File: src/sclk_pkg.sv
// package for the system clock divider, wake-up and interrupt priority block
// assumes a plain register port with one-cycle read latency
package sclk_pkg;
  // register offsets
  localparam logic [7:0] SCLK_PRIO_ADDR  = 8'hB8;
  localparam logic [7:0] SCLK_WAKE_ADDR  = 8'hC6;
  localparam logic [7:0] SCLK_DIV_ADDR   = 8'hC7;
  localparam logic [7:0] SCLK_AUX_ADDR   = 8'hD8;
  localparam logic [7:0] SCLK_ISTAT_ADDR = 8'hF0;
  localparam logic [7:0] SCLK_IMASK_ADDR = 8'hF1;
  // reset values and fixed bits
  localparam logic [7:0] SCLK_PRIO_RST   = 8'h80;
  localparam logic [7:0] SCLK_AUX_RST    = 8'h40;
  localparam logic [7:0] SCLK_ZERO8      = 8'h00;
  // field positions
  localparam int SCLK_PRIO_W      = 5;
  localparam int SCLK_DMODE_LSB   = 4;
  localparam int SCLK_AUX_EN_BIT  = 5;
  localparam int SCLK_AUX_FLG_BIT = 4;
  localparam int SCLK_WDT_FLG_BIT = 3;
  localparam int SCLK_WAKE_WDT    = 2;
  localparam int SCLK_WAKE_EX1    = 1;
  localparam int SCLK_WAKE_EX0    = 0;
  // interrupt status bits
  localparam int SCLK_EV_W        = 3;
  localparam int SCLK_EV_WAKE     = 0;
  localparam int SCLK_EV_DIVON    = 1;
  localparam int SCLK_EV_DIVOFF   = 2;

  typedef enum logic [1:0] {
    SCLK_DM_NORMAL = 2'h0,
    SCLK_DM_IMMED  = 2'h1,
    SCLK_DM_DELAY  = 2'h2,
    SCLK_DM_MANUAL = 2'h3
  } sclk_dmode_t;

  // one-hot divider states
  typedef enum logic [4:0] {
    SCLK_ST_NORM  = 5'h01,
    SCLK_ST_IMM   = 5'h02,
    SCLK_ST_DWAIT = 5'h04,
    SCLK_ST_DDIV  = 5'h08,
    SCLK_ST_MAN   = 5'h10
  } sclk_state_t;

  typedef struct packed {
    logic [7:0] addr;
    logic [7:0] wdata;
    logic       wr;
    logic       rd;
  } sclk_bus_t;

  // five classic sources, bit 4 serial 0 down to bit 0 external 0
  typedef struct packed {
    logic [4:0] req;
  } sclk_irq_t;
endpackage

File: src/sclk_ctrl.sv
// clock divider, idle wake-up and priority control for a small microcontroller
// assumes external pins already synchronised upstream; core logic on sys_clk_i
//
// Implementation choice: the plain strobed port.
`timescale 1ns/1ps
`default_nettype none

module sclk_ctrl
  import sclk_pkg::*;
#(
  parameter int DIV_W = 12
) (
  // clock and reset
  input  wire logic        sys_clk_i,
  input  wire logic        rst_i,
  // register port
  input  wire logic [7:0]  reg_addr_i,
  input  wire logic [7:0]  reg_wdata_i,
  input  wire logic        reg_wr_i,
  input  wire logic        reg_rd_i,
  output logic      [7:0]  reg_rdata_o,
  // events from the core
  input  wire logic        idle_i,
  input  wire logic        ms_tick_i,
  input  wire logic        ms_irq_en_i,
  input  wire logic        ms_ovf_i,
  input  wire logic        aux_src_i,
  input  wire logic        wdt_event_i,
  input  wire logic        wdt_reset_en_i,
  input  wire logic        ext0_irq_i,
  input  wire logic        ext1_irq_i,
  input  wire logic [4:0]  irq_req_i,
  // outputs
  output logic             clk_en_o,
  output logic             divided_o,
  output logic             wake_o,
  output logic             aux_irq_o,
  output logic             wdt_irq_o,
  output logic [2:0]       grant_idx_o,
  output logic             grant_valid_o,
  output logic             grant_high_o,
  output logic             irq_o
);
  sclk_bus_t   bus;
  sclk_irq_t   irq;
  logic [4:0]  prio_q, prio_d;
  logic [2:0]  wake_en_q, wake_en_d;
  logic [2:0]  divsel_q, divsel_d;
  logic        aux_en_q, aux_en_d;
  logic        aux_flg_q, aux_flg_d;
  logic        wdt_flg_q, wdt_flg_d;
  logic [2:0]  ist_q, ist_d;
  logic [2:0]  imask_q, imask_d;
  logic [7:0]  rdata_q, rdata_d;
  sclk_state_t st_q, st_d;
  logic        wake_pend_q, wake_pend_d;
  logic [DIV_W-1:0] cnt_q, cnt_d;
  logic        div_en_q, div_en_d;
  logic [DIV_W-1:0] div_last;
  logic        wake;
  logic        div_wr;
  logic        divided;
  logic [1:0]  dm_status;
  logic [4:0]  hi_req;
  logic [4:0]  lo_req;
  logic [7:0]  wv;

  assign bus = '{addr: reg_addr_i, wdata: reg_wdata_i, wr: reg_wr_i, rd: reg_rd_i};
  assign irq.req = irq_req_i;
  assign wv = bus.wdata;
  assign div_wr = bus.wr && (bus.addr == SCLK_DIV_ADDR);

  always_comb begin
    case (divsel_q)
      3'h0: div_last = DIV_W'(1);
      3'h1: div_last = DIV_W'(3);
      3'h2: div_last = DIV_W'(7);
      3'h3: div_last = DIV_W'(15);
      3'h4: div_last = DIV_W'(31);
      3'h5: div_last = DIV_W'(1023);
      3'h6: div_last = DIV_W'(2047);
      default: div_last = DIV_W'(4095);
    endcase
  end

  assign wake = idle_i && ((aux_en_q && aux_flg_q)
              || (wake_en_q[SCLK_WAKE_WDT] && wdt_irq_o)
              || (wake_en_q[SCLK_WAKE_EX1] && ext1_irq_i)
              || (wake_en_q[SCLK_WAKE_EX0] && ext0_irq_i));

  // divider state machine
  always_comb begin
    st_d = st_q;
    wake_pend_d = wake_pend_q;
    case (st_q)
      SCLK_ST_NORM: ;
      SCLK_ST_IMM:   if (wake) st_d = SCLK_ST_NORM;
      // start on next tick even masked
      SCLK_ST_DWAIT: if (ms_tick_i) st_d = SCLK_ST_DDIV;
      SCLK_ST_DDIV: begin
        // masked: overflow after wake ends it
        if (wake) wake_pend_d = 1'b1;
        if (ms_irq_en_i && ms_tick_i) begin
          st_d = SCLK_ST_NORM;
        end else if (!ms_irq_en_i && wake_pend_q && ms_ovf_i) begin
          st_d = SCLK_ST_NORM;
        end
      end
      SCLK_ST_MAN: ;
      default: st_d = SCLK_ST_NORM;
    endcase
    if (div_wr) begin
      wake_pend_d = 1'b0;
      case (sclk_dmode_t'(wv[SCLK_DMODE_LSB +: 2]))
        SCLK_DM_IMMED:  st_d = SCLK_ST_IMM;
        SCLK_DM_DELAY:  st_d = SCLK_ST_DWAIT;
        SCLK_DM_MANUAL: st_d = SCLK_ST_MAN;
        default:        st_d = SCLK_ST_NORM;
      endcase
    end
    if (st_d == SCLK_ST_NORM) wake_pend_d = 1'b0;
  end

  assign divided = (st_q == SCLK_ST_IMM) || (st_q == SCLK_ST_DDIV) || (st_q == SCLK_ST_MAN);

  always_comb begin
    case (st_q)
      SCLK_ST_IMM:   dm_status = SCLK_DM_IMMED;
      SCLK_ST_DWAIT: dm_status = SCLK_DM_DELAY;
      SCLK_ST_DDIV:  dm_status = SCLK_DM_DELAY;
      SCLK_ST_MAN:   dm_status = SCLK_DM_MANUAL;
      default:       dm_status = SCLK_DM_NORMAL;
    endcase
  end

  // clock enable divider
  always_comb begin
    cnt_d = cnt_q;
    div_en_d = 1'b1;
    if (divided) begin
      if (cnt_q >= div_last) begin
        cnt_d = '0;
        div_en_d = 1'b1;
      end else begin
        cnt_d = cnt_q + DIV_W'(1);
        div_en_d = 1'b0;
      end
    end else begin
      cnt_d = '0;
    end
  end

  // register writes and flags
  always_comb begin
    prio_d = prio_q;
    wake_en_d = wake_en_q;
    divsel_d = divsel_q;
    aux_en_d = aux_en_q;
    aux_flg_d = aux_flg_q;
    wdt_flg_d = wdt_flg_q;
    imask_d = imask_q;
    ist_d = ist_q;
    if (bus.wr) begin
      case (bus.addr)
        SCLK_PRIO_ADDR: prio_d = wv[SCLK_PRIO_W-1:0];
        SCLK_WAKE_ADDR: wake_en_d = wv[2:0];
        SCLK_DIV_ADDR:  divsel_d = wv[2:0];
        SCLK_AUX_ADDR: begin
          aux_en_d = wv[SCLK_AUX_EN_BIT];
          aux_flg_d = wv[SCLK_AUX_FLG_BIT];
          wdt_flg_d = wv[SCLK_WDT_FLG_BIT];
        end
        SCLK_ISTAT_ADDR: ist_d = ist_q & ~wv[2:0];
        SCLK_IMASK_ADDR: imask_d = wv[2:0];
        default: ;
      endcase
    end
    if (aux_src_i) aux_flg_d = 1'b1;
    if (wdt_event_i && !wdt_reset_en_i) wdt_flg_d = 1'b1;
    if (wake) ist_d[SCLK_EV_WAKE] = 1'b1;
    if (!divided && st_d inside {SCLK_ST_IMM, SCLK_ST_DDIV, SCLK_ST_MAN}) begin
      ist_d[SCLK_EV_DIVON] = 1'b1;
    end
    if (divided && st_d == SCLK_ST_NORM) ist_d[SCLK_EV_DIVOFF] = 1'b1;
  end

  // read data, one cycle later
  always_comb begin
    rdata_d = SCLK_ZERO8;
    if (bus.rd) begin
      case (bus.addr)
        SCLK_PRIO_ADDR:  rdata_d = SCLK_PRIO_RST | {3'h0, prio_q};
        SCLK_WAKE_ADDR:  rdata_d = {5'h0, wake_en_q};
        SCLK_DIV_ADDR:   rdata_d = {2'h0, dm_status, 1'b0, divsel_q};
        SCLK_AUX_ADDR:   rdata_d = SCLK_AUX_RST | {2'h0, aux_en_q, aux_flg_q, wdt_flg_q, 3'h0};
        SCLK_ISTAT_ADDR: rdata_d = {5'h0, ist_q};
        SCLK_IMASK_ADDR: rdata_d = {5'h0, imask_q};
        default:         rdata_d = SCLK_ZERO8;
      endcase
    end
  end

  assign hi_req = irq.req & prio_q;
  assign lo_req = irq.req & ~prio_q;

  // high level first, bit 0 first within level
  always_comb begin
    grant_idx_o = 3'h0;
    grant_valid_o = 1'b0;
    grant_high_o = 1'b0;
    for (int i = 4; i >= 0; i--) begin
      if (lo_req[i]) begin
        grant_idx_o = 3'(i);
        grant_valid_o = 1'b1;
      end
    end
    for (int i = 4; i >= 0; i--) begin
      if (hi_req[i]) begin
        grant_idx_o = 3'(i);
        grant_valid_o = 1'b1;
        grant_high_o = 1'b1;
      end
    end
  end

  always_ff @(posedge sys_clk_i or posedge rst_i) begin
    if (rst_i) begin
      prio_q      <= '0;
      wake_en_q   <= '0;
      divsel_q    <= '0;
      aux_en_q    <= 1'b0;
      aux_flg_q   <= 1'b0;
      wdt_flg_q   <= 1'b0;
      ist_q       <= '0;
      imask_q     <= '0;
      rdata_q     <= '0;
      st_q        <= SCLK_ST_NORM;
      wake_pend_q <= 1'b0;
      cnt_q       <= '0;
      div_en_q    <= 1'b1;
    end else begin
      prio_q      <= prio_d;
      wake_en_q   <= wake_en_d;
      divsel_q    <= divsel_d;
      aux_en_q    <= aux_en_d;
      aux_flg_q   <= aux_flg_d;
      wdt_flg_q   <= wdt_flg_d;
      ist_q       <= ist_d;
      imask_q     <= imask_d;
      rdata_q     <= rdata_d;
      st_q        <= st_d;
      wake_pend_q <= wake_pend_d;
      cnt_q       <= cnt_d;
      div_en_q    <= div_en_d;
    end
  end

  assign reg_rdata_o = rdata_q;
  assign clk_en_o    = div_en_q;
  assign divided_o   = divided;
  assign wake_o      = wake;
  assign aux_irq_o   = aux_en_q && aux_flg_q;
  assign wdt_irq_o   = wdt_flg_q;
  assign irq_o       = |(ist_q & imask_q);
endmodule

`default_nettype wire

File: config.mk
export PLATFORM = sky130hd
export DESIGN_NAME = sclk_ctrl
export DESIGN_NICKNAME = d
export VERILOG_FILES = /design/src/sclk_pkg.sv /design/src/sclk_ctrl.sv
export SDC_FILE = /design/constraint.sdc
export NUM_CORES = 1
export LEC_CHECK = 0
export ABC_AREA = 1
export BUFFER_PORTS_ARGS = -buffer_cell sky130_fd_sc_hd__buf_2
export CAP_MARGIN = 40
export CORE_MARGIN = 4
export CORE_UTILIZATION = 34
export DETAILED_ROUTE_END_ITERATION = 6
export SYNTH_ARGS = -nofsm -noshare
export SYNTH_HDL_FRONTEND = slang
export SYNTH_SLANG_ARGS = --single-unit
export TNS_END_PERCENT = 100
File: constraint.sdc
create_clock -name sys_clk_i -period 1.81 [get_ports sys_clk_i]
set_clock_uncertainty 0.15 [all_clocks]
set_input_delay 0.181 -clock sys_clk_i [delete_from_list [all_inputs] [get_ports sys_clk_i]]
set_output_delay 0.181 -clock sys_clk_i [all_outputs]
set_load 0.01 [all_outputs]
==> flow_summary_export.csv <==
group,metric,value,unit
die,x_dimension_of_the_die,98.8,µm
die,initial_core_util,35.5,%
route,drc_errors,0,
grt,groute.layer.met2.usage,24.7,%
critical_path,path_max_fanout,7,
logic_synthesis,mappedNetlistNets,398,
logic_synthesis,yosys_warnings,0,
grt,grt_util_all_layers,14.5,%
die,rows,32,
pwr,vdd.ir_drop.worst,0.237,mV
grt,congestion_overflow_gr,0,
logic_synthesis,count_of_flip_flops_with_a_built_in_enable_after_synthesis,0,
sta,tightest_slew,390,ps
critical_path,required,1890,ps
die,overall_die_area,0.00976,mm²
sta,hold_slack,25.1,ps
layout,final_core_utilization,46.6,%
logic_synthesis,main_combinational_cell_family_by_area_after_synthesis,"simple AND/OR/NAND/NOR gates",
layout,multiInputGateArea,0.00163,mm²
route,final_antenna_net_count,0,
route,detailedRoute.firstIterationViolations,120,
sta,timing.final.crit_share,106,%
grt,antenna_found_initial,0,
run,drv.max_cap_violation_count,0,
layout,ff_latch_area,0.00118,mm²
cts,clock_sinks,47,
layout,drive_above_1_share,32.9,%
grt,via_count_of_the_first_global_routing_pass,2576,
layout,n_antenna_cell,0,
logic_synthesis,synth-compound-area-share,11.3,%
logic_synthesis,synth_cells,352,
die,area_of_the_core_region,0.00789,mm²
layout,fillCellCount,787,
sta,final.min_clock_period,1920,ps
critical_path,crit_path_end_kind,"register",
pwr,totalPowerFinal,2.16,mW
critical_path,startpoint_type,"register",
placed_design,gp_congestion,0.772,
sta,totalNegativeSetupSlack,-1010,ps
sta,max_freq,521,MHz
logic_synthesis,asyncSetResetFlopFracSynth,100,%
logic_synthesis,yosys.area_share.simple,32.4,%
sta,timing_hold_violations_final,0,
route,detailedRoute.firstPassIterationCount,4,
sta,fin_ws,-108,ps
logic_synthesis,seq_area_frac_synth,42.0,%
logic_synthesis,synth_adder_area_share,5.35,%
logic_synthesis,synth_top_flop_cell,"dfrtp_1",
cts,clock_path_buffers,2,
logic_synthesis,netlist_area,0.00280,mm²
outcome,outcome,"finished with violations",
layout,flow.area_growth_from_synthesis,31.1,%
grt,maximum_number_of_pins_on_one_net_before_global_route_repair,32,
die,i_o_pin_cnt,53,
logic_synthesis,synth.distinct_cells,39,
grt,global_route_wire_length_before_repair,11500,µm
sta,unrepaired_setup_endpoints_after_global_routing,"yes",
critical_path,critical_path_class,"reg2reg",
cts,h_tree_depth,2,
die,fp.dieH,98.8,µm
cts,root_buffer,"clkbuf_8",
cts,worst_skew_pair.late_latency,300,ps
route,detail_route.vias_per_cell,4.80,
sta,slew_limit_fails,0,
pwr,power.density,589,mW/mm²
logic_synthesis,ys_ff_latch,47,
placed_design,place.detailed.hpwl,5370,µm
grt,use_met1,18.6,%
pwr,static-leakage-power,1.78,nW
sta,slew-limit-headroom,74.0,%
sta,finalSetupViolations,13,
cts,tritoncts_clock_tree,"yes",
cts,cts_inserted_buffers,5,
grt,grt_busiest_layer,"met2",
min_path,worstHoldPathType,"in2reg",
route,drt_wl_total,7040,µm
critical_path,timing.critical_path.arrival,1990,ps
layout,final_nets,477,
placed_design,place.port_buffers,50,
outcome,failed_checks,"negative setup slack",
logic_synthesis,synthesis.area_per_instance,7.97,µm²
cts,clock_pin_slew_of_the_registers_on_the_worst_case_setup_and_hold_paths,90,ps
logic_synthesis,synth-xor-area-share,2.19,%
grt,use_met3,2.83,%
route,vias,2565,
route,avgRoutedWirePerCell,13.2,µm
logic_synthesis,synth_mux_area_share,0,%
[stage by stage]
| step | area (µm²) | std cells | setup WS [ps] |
|---|---|---|---|
| after floorplan | 2810 | 352 | 53.3 |
| after global placement | 3220 | 507 | -161 |
| after detailed placement | 3220 | 507 | -222 |
| after CTS | 3510 | 524 | -108 |
| after global routing | 3670 | 534 | -212 |
| final | 3670 | 534 | -108 |
[layout make-up]
type	instances	share of cell area (%)
clock buffer	7	2.62
inverter	46	4.83
multi-input combinational	259	44.3
tap	102	3.47
timing repair buffer	72	12.4
clock inverter	1	0.204
sequential	47	32.2
[metal layers]
layer  wire length, µm  share of wire (%)
met1              3190                 45
met5                 0                  0
met4                63               0.90
met3               259                3.7
met2              3520                 50
[cells by family after synthesis]
logic type	Yosys count
simple gates	182
compound gates	57
buf+inv	47
flops	47
fa+ha+maj	12
xor+xnor	7
[power breakdown]
group          switching [mW]  internal [mW]
clock                   0.364          0.348
sequential             0.0350           1.09
combinational           0.194          0.134
[critical path, stage by stage (launching register included)]
cell	delay [ps]
dfrtp_2	470
o21ai_4	180
buf_12	140
ha_4	200
a21oi_2	110
o21ai_1	100
nand2_2	110
nand4_4	180
nor3b_2	200
[placed cells by master (no fill, tap or decap), types with 7 or more instances in the layout]
cell type  count
a21oi_1       11
ha_1           7
nand3_1       13
clkbuf_8       7
buf_2         50
dfrtp_1       42
nand4_1        7
nand2_2       14
nand2_1       82
inv_1         42
o21ai_0       21
buf_4         14
nor2_1        26
nor2_2        11
[synthesized netlist by cell type (3+ instances only)]
cell type | n | area [µm²]
nor2_2 | 8 | 50.1
ha_1 | 12 | 150
inv_1 | 45 | 169
nor2_4 | 3 | 33.8
nand2_2 | 6 | 37.5
o22ai_1 | 4 | 25.0
nand2_1 | 90 | 338
dfrtp_1 | 45 | 1130
nand4_1 | 7 | 43.8
a21oi_1 | 16 | 80.1
nor3_1 | 8 | 40.0
o21ai_0 | 26 | 130
a31oi_1 | 3 | 18.8
nand3_1 | 15 | 75.1
xnor2_1 | 3 | 26.3
xor2_1 | 4 | 35.0
nor2_1 | 30 | 113
[path summary, 6_finish.rpt]
kind / from / end / slack (ps) / depth (start not counted)
hold / removal: reg_wdata_i[5] / st_q[0]$_DFF_PP1_ / 30 / 4
max in group asynchronous: rst_i / divsel_q[2]$_DFFE_PP0P_ / 760 / 4
setup / recovery: divsel_q[1]$_DFFE_PP0P_ / cnt_q[2]$_DFF_PP0_ / -110 / 8
setup reg to reg: divsel_q[1]$_DFFE_PP0P_ / cnt_q[2]$_DFF_PP0_ / -110 / 8
min in group asynchronous: rst_i / cnt_q[3]$_DFF_PP0_ / 250 / 3
hold reg to reg: cnt_q[0]$_DFF_PP0_ / cnt_q[0]$_DFF_PP0_ / 340 / 1
[state kept, by name (all words and copies together), names as in the netlist]
signal       flops
wdt_irq_o        1
clk_en_o         1
cnt_q           12
wake_pend_q      1
wake_en_q        3
st_q             5
divsel_q         3
ist_q            3
aux_flg_q        1
reg_rdata_o      8
imask_q          3
prio_q           5
aux_en_q         1
[timing repair]
item	in CTS	in global routing
hold endpoints to repair	18	0
hold buffers	6	0
resized for setup	18	26
buffers inserted	2	10
pin swaps	2	18
endpoints found under the setup margin	16	18
gates cloned	1	0
No activity file was read; power rests on OpenSTA's default activity.
